`config.mk`:
```
export PLATFORM = sky130hd
export DESIGN_NAME = sgp_gpio
export DESIGN_NICKNAME = d
export VERILOG_FILES = /design/src/core/sgp_pkg.sv /design/src/core/sgp_sync_filt.sv /design/src/core/sgp_apb_regs.sv /design/src/core/sgp_gpio.sv
export SDC_FILE = /design/constraint.sdc
export NUM_CORES = 1
export LEC_CHECK = 0
export ABC_AREA = 1
export ABC_CLOCK_PERIOD_IN_PS = 3700
export BUFFER_PORTS_ARGS = -buffer_cell sky130_fd_sc_hd__buf_2
export CORE_AREA = 2 2 101 103
export DETAILED_ROUTE_END_ITERATION = 8
export DIE_AREA = 0 0 103 105
export MAX_ROUTING_LAYER = met4
export SLEW_MARGIN = 25
export SYNTH_ARGS = -nofsm -noshare
export SYNTH_HDL_FRONTEND = slang
export SYNTH_HIERARCHICAL = 1
export SYNTH_SLANG_ARGS = --single-unit
```
`constraint.sdc`:
```
create_clock -name pclk -period 3.7 [get_ports pclk]
set_clock_uncertainty 0.05 [all_clocks]
set_input_delay 0.185 -clock pclk [delete_from_list [all_inputs] [get_ports pclk]]
set_output_delay 0.185 -clock pclk [all_outputs]
set_load 0.02 [all_outputs]
```
`src/core/sgp_pkg.sv`:
```
package sgp_pkg;

   // Register byte offsets
   localparam logic [11:0] SGP_OFF_MODE = 12'h000;
   localparam logic [11:0] SGP_OFF_CTRL = 12'h004;
   localparam logic [11:0] SGP_OFF_CMD = 12'h008;
   localparam logic [11:0] SGP_OFF_STAT = 12'h00C;

   // Reset values
   localparam logic [7:0] SGP_MODE_RST = 8'h00;
   localparam logic [1:0] SGP_CTRL_RST = 2'h0;

   // Control bit positions
   localparam int SGP_CTRL_SWI = 0;
   localparam int SGP_CTRL_WAKE = 1;

   // Command bit positions
   localparam int SGP_CMD_SET = 0;
   localparam int SGP_CMD_CLR = 1;
   localparam int SGP_CMD_TOIN = 2;
   localparam int SGP_CMD_AUTH = 3;
   localparam int SGP_CMD_AUTHCLR = 4;
   localparam int SGP_CMD_QUERY = 5;

   // Glitch filter length in cycles
   localparam int SGP_FILT_CYC = 5;

   typedef enum logic [5:0] {
      SGP_DISABLED = 6'h01,
      SGP_AUTH_OUT = 6'h02,
      SGP_INTRUSION = 6'h04,
      SGP_PLAIN_IN = 6'h08,
      SGP_FREE_OUT = 6'h10,
      SGP_UNINIT = 6'h20
   } sgp_mode_t;

   typedef struct packed {
      logic set_req;
      logic clr_req;
      logic to_input_req;
      logic auth_ok;
      logic auth_clr;
      logic query;
   } sgp_cmd_t;

   typedef struct packed {
      logic drive_en;
      logic level;
   } sgp_pin_t;

   function automatic sgp_mode_t sgp_decode(input logic [3:0] m);
      case (m[1:0])
         2'b00: sgp_decode = SGP_DISABLED;
         2'b01: sgp_decode = m[3] ? SGP_INTRUSION : SGP_AUTH_OUT;
         2'b10: sgp_decode = SGP_PLAIN_IN;
         default: sgp_decode = SGP_FREE_OUT;
      endcase
   endfunction

endpackage

```
`src/core/sgp_sync_filt.sv`:
```
`timescale 1ns/10ps
module sgp_sync_filt import sgp_pkg::*; #(
   parameter int FILT = SGP_FILT_CYC
) (
   // Clock and reset
   input wire logic pclk,
   input wire logic presetn,
   // Pin in
   input wire logic pin_in,
   // Filtered level and edge
   output logic level_q,
   output logic fall_q
);
   logic s1_q, s2_q;
   logic [7:0] cnt_q;

   ////////////////////////////////////////////////////////////
   // Two-stage synchroniser
   always_ff @(posedge pclk or negedge presetn) begin
      if (!presetn) begin
         s1_q <= 1'b1;
         s2_q <= 1'b1;
      end else begin
         s1_q <= pin_in;
         s2_q <= s1_q;
      end
   end

   ////////////////////////////////////////////////////////////
   // Glitch filter, single fall pulse per edge
   always_ff @(posedge pclk or negedge presetn) begin
      if (!presetn) begin
         cnt_q <= 8'h00;
         level_q <= 1'b1;
         fall_q <= 1'b0;
      end else begin
         fall_q <= 1'b0;
         if (s2_q == level_q) begin
            cnt_q <= 8'h00;
         end else if (cnt_q >= 8'(FILT - 1)) begin
            cnt_q <= 8'h00;
            level_q <= s2_q;
            fall_q <= level_q & ~s2_q; // [RULE21]
         end else begin
            cnt_q <= cnt_q + 8'h01;
         end
      end
   end
endmodule

```
`src/core/sgp_apb_regs.sv`:
```
`timescale 1ns/10ps
module sgp_apb_regs import sgp_pkg::*; (
   // Clock and reset
   input wire logic pclk,
   input wire logic presetn,
   // APB
   input wire logic psel,
   input wire logic penable,
   input wire logic pwrite,
   input wire logic [11:0] paddr,
   input wire logic [31:0] pwdata,
   output logic [31:0] prdata,
   output logic pready,
   output logic pslverr,
   // Register state
   output logic [7:0] mode_byte_q,
   output logic [1:0] ctrl_q,
   output sgp_cmd_t cmd_q,
   input wire logic [31:0] stat
);
   logic acc;
   assign acc = psel & penable;

   ////////////////////////////////////////////////////////////
   // Writable registers
   always_ff @(posedge pclk or negedge presetn) begin
      if (!presetn) begin
         mode_byte_q <= SGP_MODE_RST;
         ctrl_q <= SGP_CTRL_RST;
      end else if (acc && pwrite) begin
         if (paddr == SGP_OFF_MODE) mode_byte_q <= pwdata[7:0];
         if (paddr == SGP_OFF_CTRL) ctrl_q <= pwdata[1:0];
      end
   end

   ////////////////////////////////////////////////////////////
   // Command strobes, one cycle
   always_ff @(posedge pclk or negedge presetn) begin
      if (!presetn) begin
         cmd_q <= '0;
      end else if (acc && pwrite && paddr == SGP_OFF_CMD) begin
         cmd_q.set_req <= pwdata[SGP_CMD_SET];
         cmd_q.clr_req <= pwdata[SGP_CMD_CLR];
         cmd_q.to_input_req <= pwdata[SGP_CMD_TOIN];
         cmd_q.auth_ok <= pwdata[SGP_CMD_AUTH];
         cmd_q.auth_clr <= pwdata[SGP_CMD_AUTHCLR];
         cmd_q.query <= pwdata[SGP_CMD_QUERY];
      end else begin
         cmd_q <= '0;
      end
   end

   ////////////////////////////////////////////////////////////
   // Read and response
   always_ff @(posedge pclk or negedge presetn) begin
      if (!presetn) begin
         prdata <= 32'h0000_0000;
         pready <= 1'b0;
         pslverr <= 1'b0;
      end else begin
         pready <= psel & ~penable;
         pslverr <= 1'b0;
         prdata <= 32'h0000_0000;
         if (psel && !penable) begin
            case (paddr)
               SGP_OFF_MODE: prdata <= {24'h00_0000, mode_byte_q};
               SGP_OFF_CTRL: prdata <= {30'h0000_0000, ctrl_q};
               SGP_OFF_CMD: prdata <= 32'h0000_0000;
               SGP_OFF_STAT: prdata <= stat;
               default: pslverr <= 1'b1;
            endcase
         end
      end
   end
endmodule

```
`src/core/sgp_gpio.sv`:
```
`timescale 1ns/10ps
// Function
// [RULE1] Pin acts as GPIO only while single-wire interface is selected.
// [RULE2] After power-up the pin stays an input until initialization.
// [RULE3] First wake reads the mode byte, then sets direction and level.
// [RULE4] Direction and output level hold through sleep and idle.
// [RULE5] Mode bits 1:0 zero: pin unused input, requests return error.
// [RULE6] Requests return error while configured for I2C.
// [RULE7] Mode 0001: permanent output, driven low at first wake.
// [RULE8] Authorized modes: non-default level only after prior authorization.
// [RULE9] Authorized modes: return to default level needs no authorization.
// [RULE10] Mode 0101: as 0001 but drives high after power-up.
// [RULE11] Intrusion mode: permanent input, latch cleared at power-up.
// [RULE12] Intrusion latch is set only by successful authorization.
// [RULE13] Any pin falling edge clears the intrusion latch, awake or asleep; the code lets an authorization in the same cycle win and set it.
// [RULE14] Intrusion-mode query returns the latch, not the pin level.
// [RULE15] Mode x010: permanent input, query reports present pin level.
// [RULE16] Mode x011: low at first wake, then high or low freely.
// [RULE17] Free-output modes: a request turns the pin into an input.
// [RULE18] Mode x111: as x011 but drives high after power-up.
// [RULE19] As an output the pin actively drives high and low.
// [RULE20] Controller should use input, not high, to extinguish a high-rail LED.
// [RULE21] Falling edges come from a synchronised, glitch-filtered pin copy.
module sgp_gpio import sgp_pkg::*; #(
   parameter int FILT = SGP_FILT_CYC
) (
   // Clock and reset
   input wire logic pclk,
   input wire logic presetn,
   // APB
   input wire logic psel,
   input wire logic penable,
   input wire logic pwrite,
   input wire logic [11:0] paddr,
   input wire logic [31:0] pwdata,
   output logic [31:0] prdata,
   output logic pready,
   output logic pslverr,
   // Pin
   input wire logic pin_i,
   output logic pin_o,
   output logic pin_oe
);
   logic [7:0] mode_byte;
   logic [1:0] ctrl;
   sgp_cmd_t cmd;
   logic [31:0] stat;
   logic pin_lvl, pin_fall;
   sgp_mode_t mode_q;
   logic [3:0] cfg_q;
   logic dflt_q;
   logic authed_q;
   logic latch_q;
   logic drive_q;
   logic level_q;
   logic err_q;
   logic ans_q;
   logic wake_d1_q;
   logic swi;
   logic first_wake;

   ////////////////////////////////////////////////////////////
   // Register slave
   sgp_apb_regs u_regs (
      .pclk(pclk),
      .presetn(presetn),
      .psel(psel),
      .penable(penable),
      .pwrite(pwrite),
      .paddr(paddr),
      .pwdata(pwdata),
      .prdata(prdata),
      .pready(pready),
      .pslverr(pslverr),
      .mode_byte_q(mode_byte),
      .ctrl_q(ctrl),
      .cmd_q(cmd),
      .stat(stat)
   );

   ////////////////////////////////////////////////////////////
   // Pin input conditioning
   sgp_sync_filt #(.FILT(FILT)) u_filt (
      .pclk(pclk),
      .presetn(presetn),
      .pin_in(pin_i),
      .level_q(pin_lvl),
      .fall_q(pin_fall)
   );

   assign swi = ctrl[SGP_CTRL_SWI];
   assign first_wake = ctrl[SGP_CTRL_WAKE] & ~wake_d1_q & (mode_q == SGP_UNINIT);

   ////////////////////////////////////////////////////////////
   // Wake edge tracking
   always_ff @(posedge pclk or negedge presetn) begin
      if (!presetn) begin
         wake_d1_q <= 1'b0;
      end else begin
         wake_d1_q <= ctrl[SGP_CTRL_WAKE];
      end
   end

   ////////////////////////////////////////////////////////////
   // Mode capture at first wake
   always_ff @(posedge pclk or negedge presetn) begin
      if (!presetn) begin
         mode_q <= SGP_UNINIT; // [RULE2]
         cfg_q <= 4'h0;
      end else if (first_wake) begin
         mode_q <= sgp_decode(mode_byte[3:0]); // [RULE3]
         cfg_q <= mode_byte[3:0];
      end
   end

   assign dflt_q = cfg_q[2];

   ////////////////////////////////////////////////////////////
   // Authorization record
   always_ff @(posedge pclk or negedge presetn) begin
      if (!presetn) begin
         authed_q <= 1'b0;
      end else if (cmd.auth_ok) begin
         authed_q <= 1'b1;
      end else if (cmd.auth_clr) begin
         authed_q <= 1'b0;
      end
   end

   ////////////////////////////////////////////////////////////
   // Intrusion latch
   always_ff @(posedge pclk or negedge presetn) begin
      if (!presetn) begin
         latch_q <= 1'b0; // [RULE11]
      end else if (mode_q != SGP_INTRUSION) begin
         latch_q <= 1'b0;
      end else if (cmd.auth_ok) begin
         latch_q <= 1'b1; // [RULE12]
      end else if (pin_fall) begin
         latch_q <= 1'b0; // [RULE13]
      end
   end

   ////////////////////////////////////////////////////////////
   // Pin drive, held through sleep and idle
   always_ff @(posedge pclk or negedge presetn) begin
      if (!presetn) begin
         drive_q <= 1'b0;
         level_q <= 1'b0;
      end else if (!swi) begin
         drive_q <= 1'b0; // [RULE1]
         if (first_wake) begin
            level_q <= mode_byte[2];
         end
      end else if (first_wake) begin
         case (sgp_decode(mode_byte[3:0]))
            SGP_AUTH_OUT: begin
               drive_q <= 1'b1; // [RULE7]
               level_q <= mode_byte[2]; // [RULE10]
            end
            SGP_FREE_OUT: begin
               drive_q <= 1'b1; // [RULE16]
               level_q <= mode_byte[2]; // [RULE18]
            end
            default: begin
               drive_q <= 1'b0; // [RULE5] [RULE11] [RULE15]
            end
         endcase
      end else begin
         case (mode_q)
            SGP_AUTH_OUT: begin
               drive_q <= 1'b1;
               if (cmd.clr_req || cmd.set_req) begin
                  if ((cmd.set_req ? 1'b1 : 1'b0) == dflt_q) begin
                     level_q <= dflt_q; // [RULE9]
                  end else if (authed_q) begin
                     level_q <= ~dflt_q; // [RULE8]
                  end
               end
            end
            SGP_FREE_OUT: begin
               if (cmd.to_input_req) begin
                  drive_q <= 1'b0; // [RULE17]
               end else if (cmd.set_req) begin
                  drive_q <= 1'b1;
                  level_q <= 1'b1;
               end else if (cmd.clr_req) begin
                  drive_q <= 1'b1;
                  level_q <= 1'b0;
               end
            end
            default: begin
               drive_q <= 1'b0;
            end
         endcase
      end
   end

   ////////////////////////////////////////////////////////////
   // Request answers and errors
   always_ff @(posedge pclk or negedge presetn) begin
      if (!presetn) begin
         err_q <= 1'b0;
         ans_q <= 1'b0;
      end else if (cmd.set_req || cmd.clr_req || cmd.to_input_req || cmd.query) begin
         err_q <= 1'b0;
         if (!swi) begin
            err_q <= 1'b1; // [RULE6]
         end else begin
            case (mode_q)
               SGP_DISABLED, SGP_UNINIT: err_q <= 1'b1; // [RULE5]
               SGP_INTRUSION: ans_q <= latch_q; // [RULE14]
               SGP_PLAIN_IN: ans_q <= pin_lvl; // [RULE15]
               SGP_AUTH_OUT: begin
                  ans_q <= level_q;
                  if ((cmd.set_req || cmd.clr_req) && cmd.set_req != dflt_q && !authed_q) begin
                     err_q <= 1'b1; // [RULE8]
                  end
               end
               default: ans_q <= drive_q ? level_q : pin_lvl;
            endcase
         end
      end
   end

   assign stat = {24'h00_0000, mode_q == SGP_UNINIT, authed_q, latch_q, pin_lvl, drive_q, level_q, ans_q, err_q};

   ////////////////////////////////////////////////////////////
   // Pin outputs, both levels actively driven
   assign pin_o = level_q; // [RULE19]
   assign pin_oe = drive_q; // [RULE4]
endmodule

```
# Yosys cells after proc, flatten, opt, wreduce, memory -nomap -nowiden

Index checks and enable logic that the tools add are counted.

Register bits: 78
Input port bits: 50

Add/sub/neg operators: 1
Magnitude comparators: 1
Equal/unequal tests: 23
Muxes and demuxes: 42
Bitwise gates (word level): 11
Reduce and logical (&&, ||, !) cells: 24

Operator list:

| kind                | number |
|---|---|
| $mux 32             | 1 |
| $mux 1              | 29 |
| $eq 12x4->1 const B | 2 |
| $pmux 8 s3          | 1 |
| $mux 6              | 3 |
| $mux 8              | 2 |
| $pmux 5 s3          | 1 |
| $eq 12x3->1 const B | 1 |
| $eq 6x2->1 const B  | 2 |
| $eq 6x5->1 const B  | 2 |
| $logic_not 12->1    | 1 |
| $ne 3x3->1 const B  | 3 |
| $add 8x1->8 const B | 1 |
| $ge 8x3->1 const B  | 1 |
| $reduce_and 7->1    | 1 |
| $eq 6x1->1 const B  | 1 |
| $eq 6x3->1 const B  | 1 |
| $eq 6x4->1 const B  | 1 |
| $eq 6x6->1 const B  | 1 |
| $ne 6x3->1 const B  | 1 |
| $ne 6x6->1 const B  | 1 |
| $not 1->1           | 6 |
| $pmux 1 s2          | 3 |
| $reduce_and 2->1    | 3 |
| 18 further kinds    | 33 |

# Depth between registers and ports, before layout

Gate-level depths: netlist of run 1.

Depth in word-level cells: 10
Depth in mapped cells: 10
Mapped depth without buffers: 10

# Modules after synthesis

The synthesis of run 1 kept the hierarchy.

Modules (own cells, without submodules):

| module        | times used | cells an instance | area an instance (um^2) | seq. area each (um^2) |
|---|---|---|---|---|
| sgp_apb_regs  | 1          | 205               | 1996.9                  | 1251.2 |
| sgp_gpio      | 1          | 114               | 858.3                   | 351.6 |
| sgp_sync_filt | 1          | 38                | 454.2                   | 304.0 |

# Least setup slack after synthesis of run 1

Ideal clock, no wire load.

Path kind: reg-to-reg
Start point: register mode_q[5]
End point: register level_q (netlist: pin_o)
Library setup time: 0.117 ns
Arrival: 1.198 ns
Data required time: 3.533 ns
Slack: 2.335 ns
Stages on the path, launching flop included: 10
Buffers on the path: 0
Clock period less this slack: 1.365 ns
Path through: dfstp_2 > inv_1 > nor2_2 > nand3_2 > nor2_4 > inv_4 > nand3_2 > nand2_1 > nand3_1 > nand2_1

Longest elaborated chain between the ends: 4
Elaborated cells between the ends (all ways): 15
Those cells by class: eq/ne (8); mux (3); bitwise (1); reduce/logical (3)

Ends and longest elaborated chain:

| what                                                        | line                            | source |
|---|---|---|
| start: declaration                                          | sgp_gpio.sv:49                  | `sgp_mode_t mode_q;` |
| start signal: assignment                                    | sgp_gpio.sv:111                 | `mode_q <= sgp_decode(mode_byte[3:0]);` |
| $eq 6x6->1, or another cell as far along                    | sgp_gpio.sv:92                  | `assign first_wake = ctrl[SGP_CTRL_WAKE] & ~wake_d1_q & (mode_q == SGP_UNINIT);` |
| $and 1x1->1 / $pmux 1 s2 (equally long branches)            | sgp_gpio.sv:92, sgp_gpio.sv:170 |  |
| $ne 4x2->1 (no line), or another cell as far along          | --                              |  |
| $reduce_and 7->1 (no line) / $mux 1 (equally long branches) | --                              |  |
| end signal: assignment                                      | sgp_gpio.sv:153                 | `level_q <= mode_byte[2];` |
| end signal: assignment                                      | sgp_gpio.sv:159                 | `level_q <= mode_byte[2];` |
| end signal: assignment                                      | sgp_gpio.sv:163                 | `level_q <= mode_byte[2];` |
| end: declaration                                            | sgp_gpio.sv:55                  | `logic level_q;` |

Several ways; a longest one is shown, not always the timed one.
A chain may end at the register's enable or synchronous reset.

# Worst setup path in the final report of run 1

Ends and elaborated chain as after synthesis.

==> reports/summary.json, run 1 <==
{
  "status": "complete, no violations",
  "path_cells": "inv_1 > nor2_2 > nand3_2 > nor2_4 > inv_4 > nand3_2 > nand2_1 > nand3_1 > nand2_1",
  "timing.final.crit_period_ps": 1530,
  "detailroute.via_count": 2567,
  "synth_area_leaders": "sky130_fd_sc_hd__dfrtp_1 (54%), sky130_fd_sc_hd__nand2_1 (8.8%), sky130_fd_sc_hd__nor2_1 (5.9%)",
  "hold_buffers": 7,
  "grt_first_pass_wirelength_mm": 12.1,
  "cts.sinks": 76,
  "max-vdd-ir-drop_mv": 0.249,
  "setup-tns-final_ps": 0,
  "grt.overflow.total": 0,
  "yosysMostFrequentCell": "sky130_fd_sc_hd__nand2_1",
  "fp.dieArea_um2": 10800,
  "final-max-slew-violation-count": 0,
  "critPathSlowestCell": "sky130_fd_sc_hd__dfstp_2",
  "tightest_pin_transition_ps": 586,
  "dr.pass1.iters": 4,
  "cts_max_path_buffers": 2,
  "cp_data_arrival_time_ps": 1710,
  "diodes": 0,
  "start_util": 0.343,
  "route.detailed.vias_per_inst": 4.30,
  "setup_crit_start_kind": "register",
  "antenna_violations_before_repair": 0,
  "cp.buffers_inverters": 2,
  "flow.area_growth_from_synthesis_pct": 25.3,
  "via_count_of_the_first_global_routing_pass": 2555,
  "intPower_w": 0.00124,
  "die_h_um": 105,
  "synth_edf_count": 0,
  "synth_seq_cells": 76,
  "power.share.clock": 0.401,
  "tritoncts.num_buffers": 9,
  "final_layout_size_suffix_gt1_frac": 0.248,
  "seqCellArea_um2": 1910,
  "worstPathMaxFanout": 9,
  "total_power_w": 0.00162,
  "pwr_per_cell_area_nw_per_um2": 392,
  "antenna_violating_nets_post_route": 0,
  "synth_area_leader_cell": "sky130_fd_sc_hd__dfrtp_1",
  "drc_violations_left": 0,
  "post_synth.cell_area_avg_um2": 9.27,
  "pin_count_of_the_biggest_net_entering_global_routing": 48,
  "cts_tree": "yes",
  "port-buffer-count": 61,
  "initial_drc_count": 153,
  "netlist_top_cells_count": "sky130_fd_sc_hd__nand2_1 (78), sky130_fd_sc_hd__dfrtp_1 (72), sky130_fd_sc_hd__nor2_1 (52), sky130_fd_sc_hd__inv_1 (39), sky130_fd_sc_hd__nand3_1 (29)",
  "power.static_leakage_nw": 2.24,
  "ys_warn_count": 6,
  "final_net_count": 513,
  "hold_viol": 0,
  "netlist-cell-type-count": 32,
  "clock_slew_seen_by_the_registers_of_the_worst_setup_and_hold_paths_ps": 80,
  "asyncSetResetFlopFracSynth": 1.00,
  "postSynthCellCount": 357,
  "ys_seq_area_frac": 0.576,
  "cp.required_ps": 3880,
  "place_hpwl_mm": 5.07,
  "worst_setup_path_end_kind": "register",
  "core-area_um2": 9640,
  "fillcell_total": 1002,
  "p_sw_w": 0.000385,
  "cell_chosen_for_the_clock_root": "sky130_fd_sc_hd__clkbuf_8",
  "worst_path_dominant_cell_family": "simple AND/OR/NAND/NOR gates",
  "final-setup-viol-count": 0,
  "die_width_um": 103,
  "num_rows": 36,
  "finalCritPeriodShare": 0.414,
  "critical_path_class": "register to register",
  "timing.fmax_ghz": 0.652,
  "p_sw_frac": 0.237,
  "postCtsSetupBuffers": 0,
  "max_slew_headroom": 0.610,
  "io-pin-count": 86,
  "cts.repair.resized": 0,
  "power_frac_comb": 0.070,
  "clock_latency_late_sink_ps": 340,
  "detail_route.wirelength_mm": 7.10,
  "max-cap-violations": 0,
  "synth.top_cell.area_share": 0.544,
  "syn_area_um2": 3310,
  "multi_input_area_um2": 1300,
  "post_dr_wirelength_cell_um": 11.9,
  "cp_slowest_stage_delay_ps": 560,
  "grt_setup_unrepaired": "no",
  "gpl.final_weighted_congestion": 0.876,
  "yosys_most_used_dff": "sky130_fd_sc_hd__dfrtp_1",
  "power.sequential.fraction": 0.530,
  "h-tree-depth": 3,
  "global_route.usage.total": 0.147,
  "timing.hold.worst.class": "primary input to register"
}
[layout make-up]
type                    count  share of cell area
well taps                 133              0.0401
repair buffers             71              0.0966
clock buffers              11              0.0365
multi-input cells         259               0.314
flip-flops and latches     76               0.460
clock inverters             5              0.0139
inverters                  42              0.0386
[tightest hold or removal path, cell delays in order]
cell and delay (ps):
sky130_fd_sc_hd__buf_2 100, sky130_fd_sc_hd__nand2_1 50, sky130_fd_sc_hd__nand2_1 50
[logic make-up after synthesis]
logic type,count (synthesis),synth area share
buffers and inverters,49,0.0605
AND/OR/NAND/NOR,192,0.284
flip-flops,76,0.576
other,2,0.00227
AO/OA/AOI/OAI,34,0.0620
adder cells (fa/ha/maj),4,0.0151
[final timing paths]
kind,startpoint,end,slack [ps],cells past startpoint
setup / recovery,mode_q[5],pin_o,2170,9
hold / removal,pwdata[0],u_regs/mode_byte_q[0],30,3
setup reg to reg,mode_q[5],pin_o,2170,9
hold reg to reg,u_filt/s1_q,u_filt/s2_q,320,0
max in group asynchronous,presetn,mode_q[5],2500,3
min in group asynchronous,presetn,u_regs/prdata[22],340,2
[sequential cells by signal, summed over array words and instances, names as in the netlist]
name and cells:
u_regs/pslverr 1, u_filt/level_q 1, u_regs/cmd_q 6, authed_q 1
err_q 1, pin_oe 1, u_filt/cnt_q 8, u_regs/prdata 32
u_regs/pready 1, u_filt/s2_q 1, u_filt/s1_q 1, pin_o 1
u_filt/fall_q 1, cfg_q 1, latch_q 1, u_regs/mode_byte_q 8
ans_q 1, mode_q 6, u_regs/ctrl_q 2, wake_d1_q 1
[per-stage QoR]
stage | instance area (um^2) | utilization | cells | hold slack [ps] | worst slack [ps]
detailed placement | 3860 | 0.401 | 574 | 246 | 1930
global route | 4150 | 0.430 | 597 | 30.2 | 2080
finish | 4150 | 0.430 | 597 | 26.9 | 2170
floorplan | 3410 | - | 384 | -161 | 2330
CTS | 4140 | 0.430 | 597 | 12.5 | 2110
global placement | 3860 | 0.401 | 574 | 244 | 1940
[power by group through the flow]
stage	Clock, W	Sequential [W]	Combinational (W)
2_1_floorplan	0	0.000875	0.0000589
3_3_place_gp	0	0.000876	0.000104
3_5_place_dp	0	0.000877	0.000107
4_1_cts	0.000668	0.000861	0.000114
5_1_grt	0.000699	0.000861	0.000134
6_report	0.000650	0.000860	0.000113
[cells in the final DEF (no fill, tap or decap), types with 11 or more instances in the layout]
cell,count
sky130_fd_sc_hd__conb_1,29
sky130_fd_sc_hd__nor2_1,52
sky130_fd_sc_hd__nand3_1,29
sky130_fd_sc_hd__buf_2,60
sky130_fd_sc_hd__clkbuf_8,11
sky130_fd_sc_hd__dfrtp_1,72
sky130_fd_sc_hd__o21ai_1,14
sky130_fd_sc_hd__inv_1,39
sky130_fd_sc_hd__nand2_1,78
[routing by layer]
metal / part of all wire / track usage / vias up / wire length [um]
li1: - / - / 1303 / -
met4: 0.0027 / 0.0338 / 0 / 19
met5: 0 / - / - / 0
met2: 0.48 / 0.225 / 70 / 3410
met3: 0.056 / 0.0508 / 2 / 400
met1: 0.46 / 0.189 / 1192 / 3270
(Power assumes the default switching activity.)
==> run 2, diff against run 1 <==
ABC_CLOCK_PERIOD_IN_PS = 1500   (was 3700)
clock period = 1.5 ns   (was 3.7 ns; I/O delays follow)
==> run 2 against run 1 <==
  * The flow now finishes with violations (setup timing)
  * Global-route usage down 0.28 points
  * Via count rose by 2.5%
  * Count of clock-buffer cells in the layout unchanged
  * Flip-flop and latch count is the same
  * Final cell count increased by 1.5%
  * Routed wire length increased by 1.3%
  * Sequential share of layout area fell by 0.85 points
  * Power increased by 140%
  * Register-to-register slack lost 2200 ps
  * Largest power group unchanged
==> reports/summary.json, run 2 (synthesis gave the netlist of run 1 again) <==
{
  "largest_reg_flops": 32,
  "grt.overflow.total": 0,
  "worstPathMaxFanout": 9,
  "post_dr_wirelength_cell_um": 11.9,
  "final_net_count": 522,
  "diodes": 0,
  "p_sw_w": 0.000972,
  "start_util": 0.343,
  "placed_cell_area_um2": 3900,
  "drc_violations_left": 0,
  "final_layout_size_suffix_gt1_frac": 0.254,
  "power.share.clock": 0.387,
  "hold_viol": 0,
  "finalCritPeriodShare": 1.05,
  "critical_path_class": "register to register",
  "final-max-slew-violation-count": 0,
  "worst_setup_path_end_kind": "register",
  "commonest_non_fill_non_tap_cells_in_the_layout": "sky130_fd_sc_hd__nand2_1 (78), sky130_fd_sc_hd__dfrtp_1 (71), sky130_fd_sc_hd__buf_2 (61)",
  "clock_latency_late_sink_ps": 340,
  "gpl.final_weighted_congestion": 0.902,
  "power.sequential.fraction": 0.534,
  "flow.area_growth_from_synthesis_pct": 27.8,
  "power_frac_comb": 0.079,
  "cts.sinks": 76,
  "die_h_um": 105,
  "final-setup-viol-count": 2,
  "cell_chosen_for_the_clock_root": "sky130_fd_sc_hd__clkbuf_8",
  "pin_count_of_the_biggest_net_entering_global_routing": 77,
  "detail_route.wirelength_mm": 7.19,
  "max-cap-violations": 0,
  "placedCellCount": 577,
  "port-buffer-count": 61,
  "place_worst_setup_slack_ps": 19.4,
  "max-vdd-ir-drop_mv": 0.434,
  "grt_setup_unrepaired": "yes",
  "cp.required_ps": 1680,
  "status": "finished, violations left",
  "dr.pass1.iters": 4,
  "power.static_leakage_nw": 2.27,
  "failing_checks": "setup timing",
  "clock_slew_seen_by_the_registers_of_the_worst_setup_and_hold_paths_ps": 80,
  "max_flop_register": "u_regs/prdata",
  "detailroute.via_count": 2632,
  "final_cell_area_um2": 4230,
  "cts_tree": "yes",
  "route.detailed.vias_per_inst": 4.34,
  "timing.final.crit_period_ps": 1570,
  "setup_crit_start_kind": "register",
  "h-tree-depth": 3,
  "die_width_um": 103,
  "fillcell_total": 989,
  "post-route-worst-setup-slack_ps": -71.7,
  "largestRegisters": "u_regs/prdata x32, u_filt/cnt_q x8, u_regs/mode_byte_q x8",
  "timing.fmax_ghz": 0.636,
  "place_hpwl_mm": 5.05,
  "post_layout_nonfiller_instances": 606,
  "initial_drc_count": 109,
  "via_count_of_the_first_global_routing_pass": 2632,
  "timing.hold.worst.class": "primary input to register",
  "io-pin-count": 86,
  "p_sw_frac": 0.245,
  "tritoncts.num_buffers": 9,
  "antenna_violations_before_repair": 0,
  "core-area_um2": 9640,
  "num_rows": 36,
  "fp.dieArea_um2": 10800,
  "intPower_w": 0.00299,
  "antenna_violating_nets_post_route": 0,
  "final_common_cell": "sky130_fd_sc_hd__nand2_1",
  "cts_max_path_buffers": 2,
  "global_route.usage.total": 0.144,
  "total_power_w": 0.00396,
  "grt_first_pass_wirelength_mm": 11.9,
  "pwr_per_cell_area_nw_per_um2": 937,
  "cp_data_arrival_time_ps": 1760
}
==> run 2: changes by cell type in the layout (fill, tap and decap cells not counted), moves of 2 or more <==
cell	change
sky130_fd_sc_hd__clkinvlp_4	+2
sky130_fd_sc_hd__nor2_4	+2
sky130_fd_sc_hd__clkbuf_8	-2
sky130_fd_sc_hd__buf_4	+4
sky130_fd_sc_hd__clkbuf_1	+2
sky130_fd_sc_hd__dlygate4sd3_1	+3
sky130_fd_sc_hd__clkinv_2	-2
sky130_fd_sc_hd__nor2_2	-2
==> run 2: routing by layer <==
| layer | track usage | wire, um | vias up |
|---|---|---|---|
| li1 | - | - | 1321 |
| met1 | 0.183 | 3290 | 1226 |
| met2 | 0.216 | 3330 | 69 |
| met3 | 0.0522 | 409 | 16 |
| met4 | 0.0442 | 159 | 0 |
| met5 | - | 0 | - |
==> run 2: critical path, cell delays in order (launching register included) <==
cell and delay [ps]:
sky130_fd_sc_hd__dfstp_2 570, sky130_fd_sc_hd__inv_1 80, sky130_fd_sc_hd__nor2_2 90, sky130_fd_sc_hd__nand3_2 100
sky130_fd_sc_hd__nor2_4 180, sky130_fd_sc_hd__inv_4 90, sky130_fd_sc_hd__nand3_2 70, sky130_fd_sc_hd__nand2_1 60
sky130_fd_sc_hd__nand3_1 100, sky130_fd_sc_hd__nand2_1 60
==> run 2: power groups by stage <==
stage | registers, W | logic (W) | clock network [W]
floorplan | 0.00216 | 0.000145 | 0
global placement | 0.00216 | 0.000259 | 0
detailed placement | 0.00216 | 0.000265 | 0
CTS | 0.00212 | 0.000288 | 0.00158
global route | 0.00212 | 0.000366 | 0.00165
finish | 0.00211 | 0.000315 | 0.00153
==> run 2: per-stage QoR <==
| stage | utilization | hold slack (ps) | TNS (ps) |
|---|---|---|---|
| after detailed placement | 0.405 | 89.2 | 0 |
| after global placement | 0.405 | 89.2 | 0 |
| after CTS | 0.435 | 4.53 | 0 |
| after floorplan | - | -271 | 0 |
| final | 0.439 | 12.9 | -80.1 |
| after global routing | 0.439 | 24.1 | -410 |
==> run 2: repair_timing <==
action                     CTS  global route
setup endpoints to repair    0             6
gates resized for setup      0             3
buffers inserted             0             3
hold endpoints to repair    89             0
hold buffers                10             0
==> run 2: path summary, 6_finish.rpt <==
check,startpoint,endpoint,slack [ps],cells after the start
setup / recovery,mode_q[5],pin_o,-70,9
hold / removal,penable,u_regs/pslverr,10,3
setup reg to reg,mode_q[5],pin_o,-70,9
hold reg to reg,u_filt/s1_q,u_filt/s2_q,310,0
max in group asynchronous,presetn,mode_q[5],810,3
min in group asynchronous,presetn,u_regs/prdata[24],200,3
==> run 2: cell type report <==
class	instances	area, um^2	share of cell area
multi-input cells	259	1310	0.311
inverters	42	160	0.0379
flip-flops and latches	76	1910	0.451
clock buffers	11	131	0.0311
well taps	133	166	0.0394
repair buffers	80	485	0.115
clock inverters	5	62.6	0.0148
==> run 3, diff against run 2 <==
CORE_AREA = 2 2 89 91   (was 2 2 101 103)
DIE_AREA = 0 0 91 93   (was 0 0 103 105)
SYNTH_HIERARCHICAL = not set   (was 1)
==> run 3 against run 2 <==
  * The flow still finishes with violations (setup timing)
  * First-iteration DRC count increased by 8.3%
  * Sequential share of layout area decreased by 3.6 points
  * Register-to-register slack improved by 70 ps
  * Worst hold slack improved by 69 ps
  * Routed wire length decreased by 24%
  * Die area decreased by 22%
  * Clock power decreased by 43%
  * Sequential power decreased by 31%
  * Critical path depth decreased by 2
  * Count of clock-buffer cells in the layout decreased by 6
  * Via count decreased by 22%
  * Final cell count decreased by 23%
==> reports/summary.json, run 3 <==
{
  "syn_area_um2": 2530,
  "timing.reg2reg.setup_slack_ps": -5,
  "placed_cell_area_um2": 2850,
  "final_cell_area_um2": 3140,
  "synth_area_leader_cell": "sky130_fd_sc_hd__dfrtp_1",
  "clock_slew_seen_by_the_registers_of_the_worst_setup_and_hold_paths_ps": 110,
  "pin_count_of_the_biggest_net_entering_global_routing": 25,
  "dr.pass1.iters": 4,
  "place_hpwl_mm": 4.16,
  "total_power_w": 0.00265,
  "finalCritPeriodShare": 1.00,
  "cp_slowest_stage_delay_ps": 550,
  "asyncSetResetFlopFracSynth": 1.00,
  "yosys_most_used_dff": "sky130_fd_sc_hd__dfrtp_1",
  "start_util": 0.336,
  "grt_met2_usage": 0.231,
  "detail_route.wirelength_mm": 5.45,
  "core-area_um2": 7530,
  "grt_first_pass_wirelength_mm": 9.00,
  "power.sequential.fraction": 0.551,
  "worstReg2RegEnd": "pin_o",
  "cell_count_of_the_worst_reg_to_reg_path": 7,
  "final-setup-viol-count": 1,
  "h-tree-depth": 2,
  "yosysMostFrequentCell": "sky130_fd_sc_hd__dfrtp_1",
  "worst_hold_path.endpoint": "u_regs.pslverr",
  "port-buffer-count": 37,
  "grt_busiest_layer": "met2",
  "global_route.usage.total": 0.136,
  "io-pin-count": 86,
  "critPathSlowestCell": "sky130_fd_sc_hd__dfstp_2",
  "pwr_per_cell_area_nw_per_um2": 844,
  "power_frac_comb": 0.119,
  "cts_max_path_buffers": 2,
  "hold_path_depth": 5,
  "cp_common_cell": "sky130_fd_sc_hd__nand2_1",
  "tightest_pin_transition_ps": 534,
  "max_slew_headroom": 0.644,
  "clock_latency_late_sink_ps": 310,
  "worst_setup_path_end_kind": "register",
  "netlist-cell-type-count": 29,
  "commonest_non_fill_non_tap_cells_in_the_layout": "sky130_fd_sc_hd__dfrtp_1 (48), sky130_fd_sc_hd__nand2_1 (44), sky130_fd_sc_hd__inv_1 (38)",
  "power.static_leakage_nw": 1.62,
  "cp_data_arrival_time_ps": 1660,
  "intPower_w": 0.00191,
  "final_net_count": 417,
  "grt.overflow.total": 0,
  "largestRegisters": "u_filt.cnt_q x8, u_regs.mode_byte_q x8, u_regs.prdata x8",
  "regToRegStartpoint": "mode_q[5]",
  "timing.hold.worst.start": "psel",
  "power.share.clock": 0.330,
  "cp.required_ps": 1660,
  "timing.fmax_ghz": 0.664,
  "timing.hold.worst.class": "primary input to register",
  "via_count_of_the_first_global_routing_pass": 1943,
  "p_sw_w": 0.000744,
  "num_rows": 32,
  "tritoncts.num_buffers": 5,
  "critPathLaunch": "mode_q[5]",
  "max-vdd-ir-drop_mv": 0.462,
  "initial_drc_count": 118,
  "worst_path_dominant_cell_family": "simple AND/OR/NAND/NOR gates",
  "timing.final.crit_period_ps": 1510,
  "cell_chosen_for_the_clock_root": "sky130_fd_sc_hd__clkbuf_8",
  "cts.sinks": 52,
  "globalRouteMet1Util": 0.169,
  "p_sw_frac": 0.280,
  "place_worst_setup_slack_ps": -37.5,
  "max-cap-violations": 0,
  "synth_area_leaders": "sky130_fd_sc_hd__dfrtp_1 (47%), sky130_fd_sc_hd__buf_4 (7.1%), sky130_fd_sc_hd__nand2_1 (6.5%)",
  "synth.top_cell.area_share": 0.475,
  "worstPathMaxFanout": 5,
  "ys_seq_area_frac": 0.516,
  "setup_crit_start_kind": "register",
  "failing_checks": "setup timing",
  "fp.dieArea_um2": 8460,
  "die_h_um": 93,
  "route.detailed.vias_per_inst": 4.38,
  "post_synth.cell_area_avg_um2": 8.73,
  "path_cells": "inv_2 > nor2_4 > nand4_1 > nand2_1 > nand3_1 > nand2_1 > nand2_1",
  "gpl.final_weighted_congestion": 0.834,
  "antenna_violations_before_repair": 0,
  "drc_violations_left": 0,
  "cts_tree": "yes",
  "status": "finished, violations left",
  "critical_path_class": "register to register",
  "groute.layer.met3.usage": 0.0234,
  "post-route-worst-setup-slack_ps": -5.45,
  "hold_viol": 0,
  "synth_edf_count": 0,
  "detailroute.via_count": 2041,
  "flow.area_growth_from_synthesis_pct": 24.2,
  "diodes": 0,
  "antenna_violating_nets_post_route": 0,
  "grt_setup_unrepaired": "yes",
  "post_dr_wirelength_cell_um": 11.7,
  "final-max-slew-violation-count": 0,
  "final_layout_size_suffix_gt1_frac": 0.234,
  "die_width_um": 91,
  "postSynthCellCount": 290,
  "ys_warn_count": 0,
  "netlist_top_cells_count": "sky130_fd_sc_hd__dfrtp_1 (48), sky130_fd_sc_hd__nand2_1 (44), sky130_fd_sc_hd__inv_1 (41), sky130_fd_sc_hd__nor2_1 (38), sky130_fd_sc_hd__nand3_1 (25)",
  "cp.buffers_inverters": 1,
  "final_common_cell": "sky130_fd_sc_hd__dfrtp_1",
  "synth_seq_cells": 52
}
run 3: changes by cell type in the layout (fill, tap and decap cells not counted), sizes merged, moves of 6 or more:
cell and change:
clkbuf -6, nand3 -10, nand4 +10, dfrtp -24, o21ai -8, nor2 -26, buf -15, nand2 -35
run 3: worst max path at each step:
stage | cells after the start | endpoint | slack, ps
3_5_place_dp | 9 | pin_o | -40
5_1_grt | 7 | pin_o | -80
6_report | 7 | pin_o | -5
4_1_cts | 9 | ans_q | 10
2_1_floorplan | 8 | pin_o | 40
3_3_place_gp | 8 | ans_q | -3
run 3: cell type report:
cell class / count / area (um^2)
fill: 797 / 4380
sequential: 52 / 1310
multi-input combinational: 196 / 1010
timing repair buffer: 67 / 444
inverter: 41 / 154
tap: 102 / 128
clock buffer: 5 / 68.8
clock inverter: 3 / 28.8
run 3: power by group through the flow:
stage	clock network, W	logic, W	registers (W)
3_5_place_dp	0	0.000286	0.00149
4_1_cts	0.000887	0.000310	0.00146
2_1_floorplan	0	0.000198	0.00149
6_report	0.000875	0.000315	0.00146
3_3_place_gp	0	0.000277	0.00149
5_1_grt	0.000951	0.000353	0.00147
run 3: cells by family after synthesis:
kind of cell | after synthesis | share of synthesized area
AOI/OAI and AO/OA | 31 | 0.0756
adders and majority gates | 4 | 0.0198
buffers and inverters | 70 | 0.146
DFF | 52 | 0.516
other | 1 | 0.00148
and+or+nand+nor | 132 | 0.241
run 3: per-stage QoR:
step | setup TNS (ps) | std cells | utilization | hold WS, ps
finish | -5.45 | 466 | 0.418 | 81.6
global route | -242 | 466 | 0.418 | 104
CTS | 0 | 463 | 0.409 | 80.7
detailed placement | -86.7 | 443 | 0.379 | 38.9
global placement | -3.25 | 443 | 0.379 | 44.1
floorplan | 0 | 318 | - | -271
run 3: routing by layer:
metal | routed length (um) | up-vias
met5 | 0 | -
met4 | 48 | 0
li1 | - | 1029
met3 | 229 | 4
met2 | 2770 | 55
met1 | 2400 | 953
run 3: repair_timing:
action / CTS / global route
buffers inserted: 0 / 3
resized for setup: 4 / 12
setup endpoints to repair: 3 / 11
pin swaps: 0 / 6
hold buffers: 12 / 0
endpoints found under the hold margin: 31 / 0
run 3: worst min-delay path: cells and delay by family:
kind | cells | cell delay [ps]
buffers and inverters | 3 | 240
and+or+nand+nor | 2 | 90
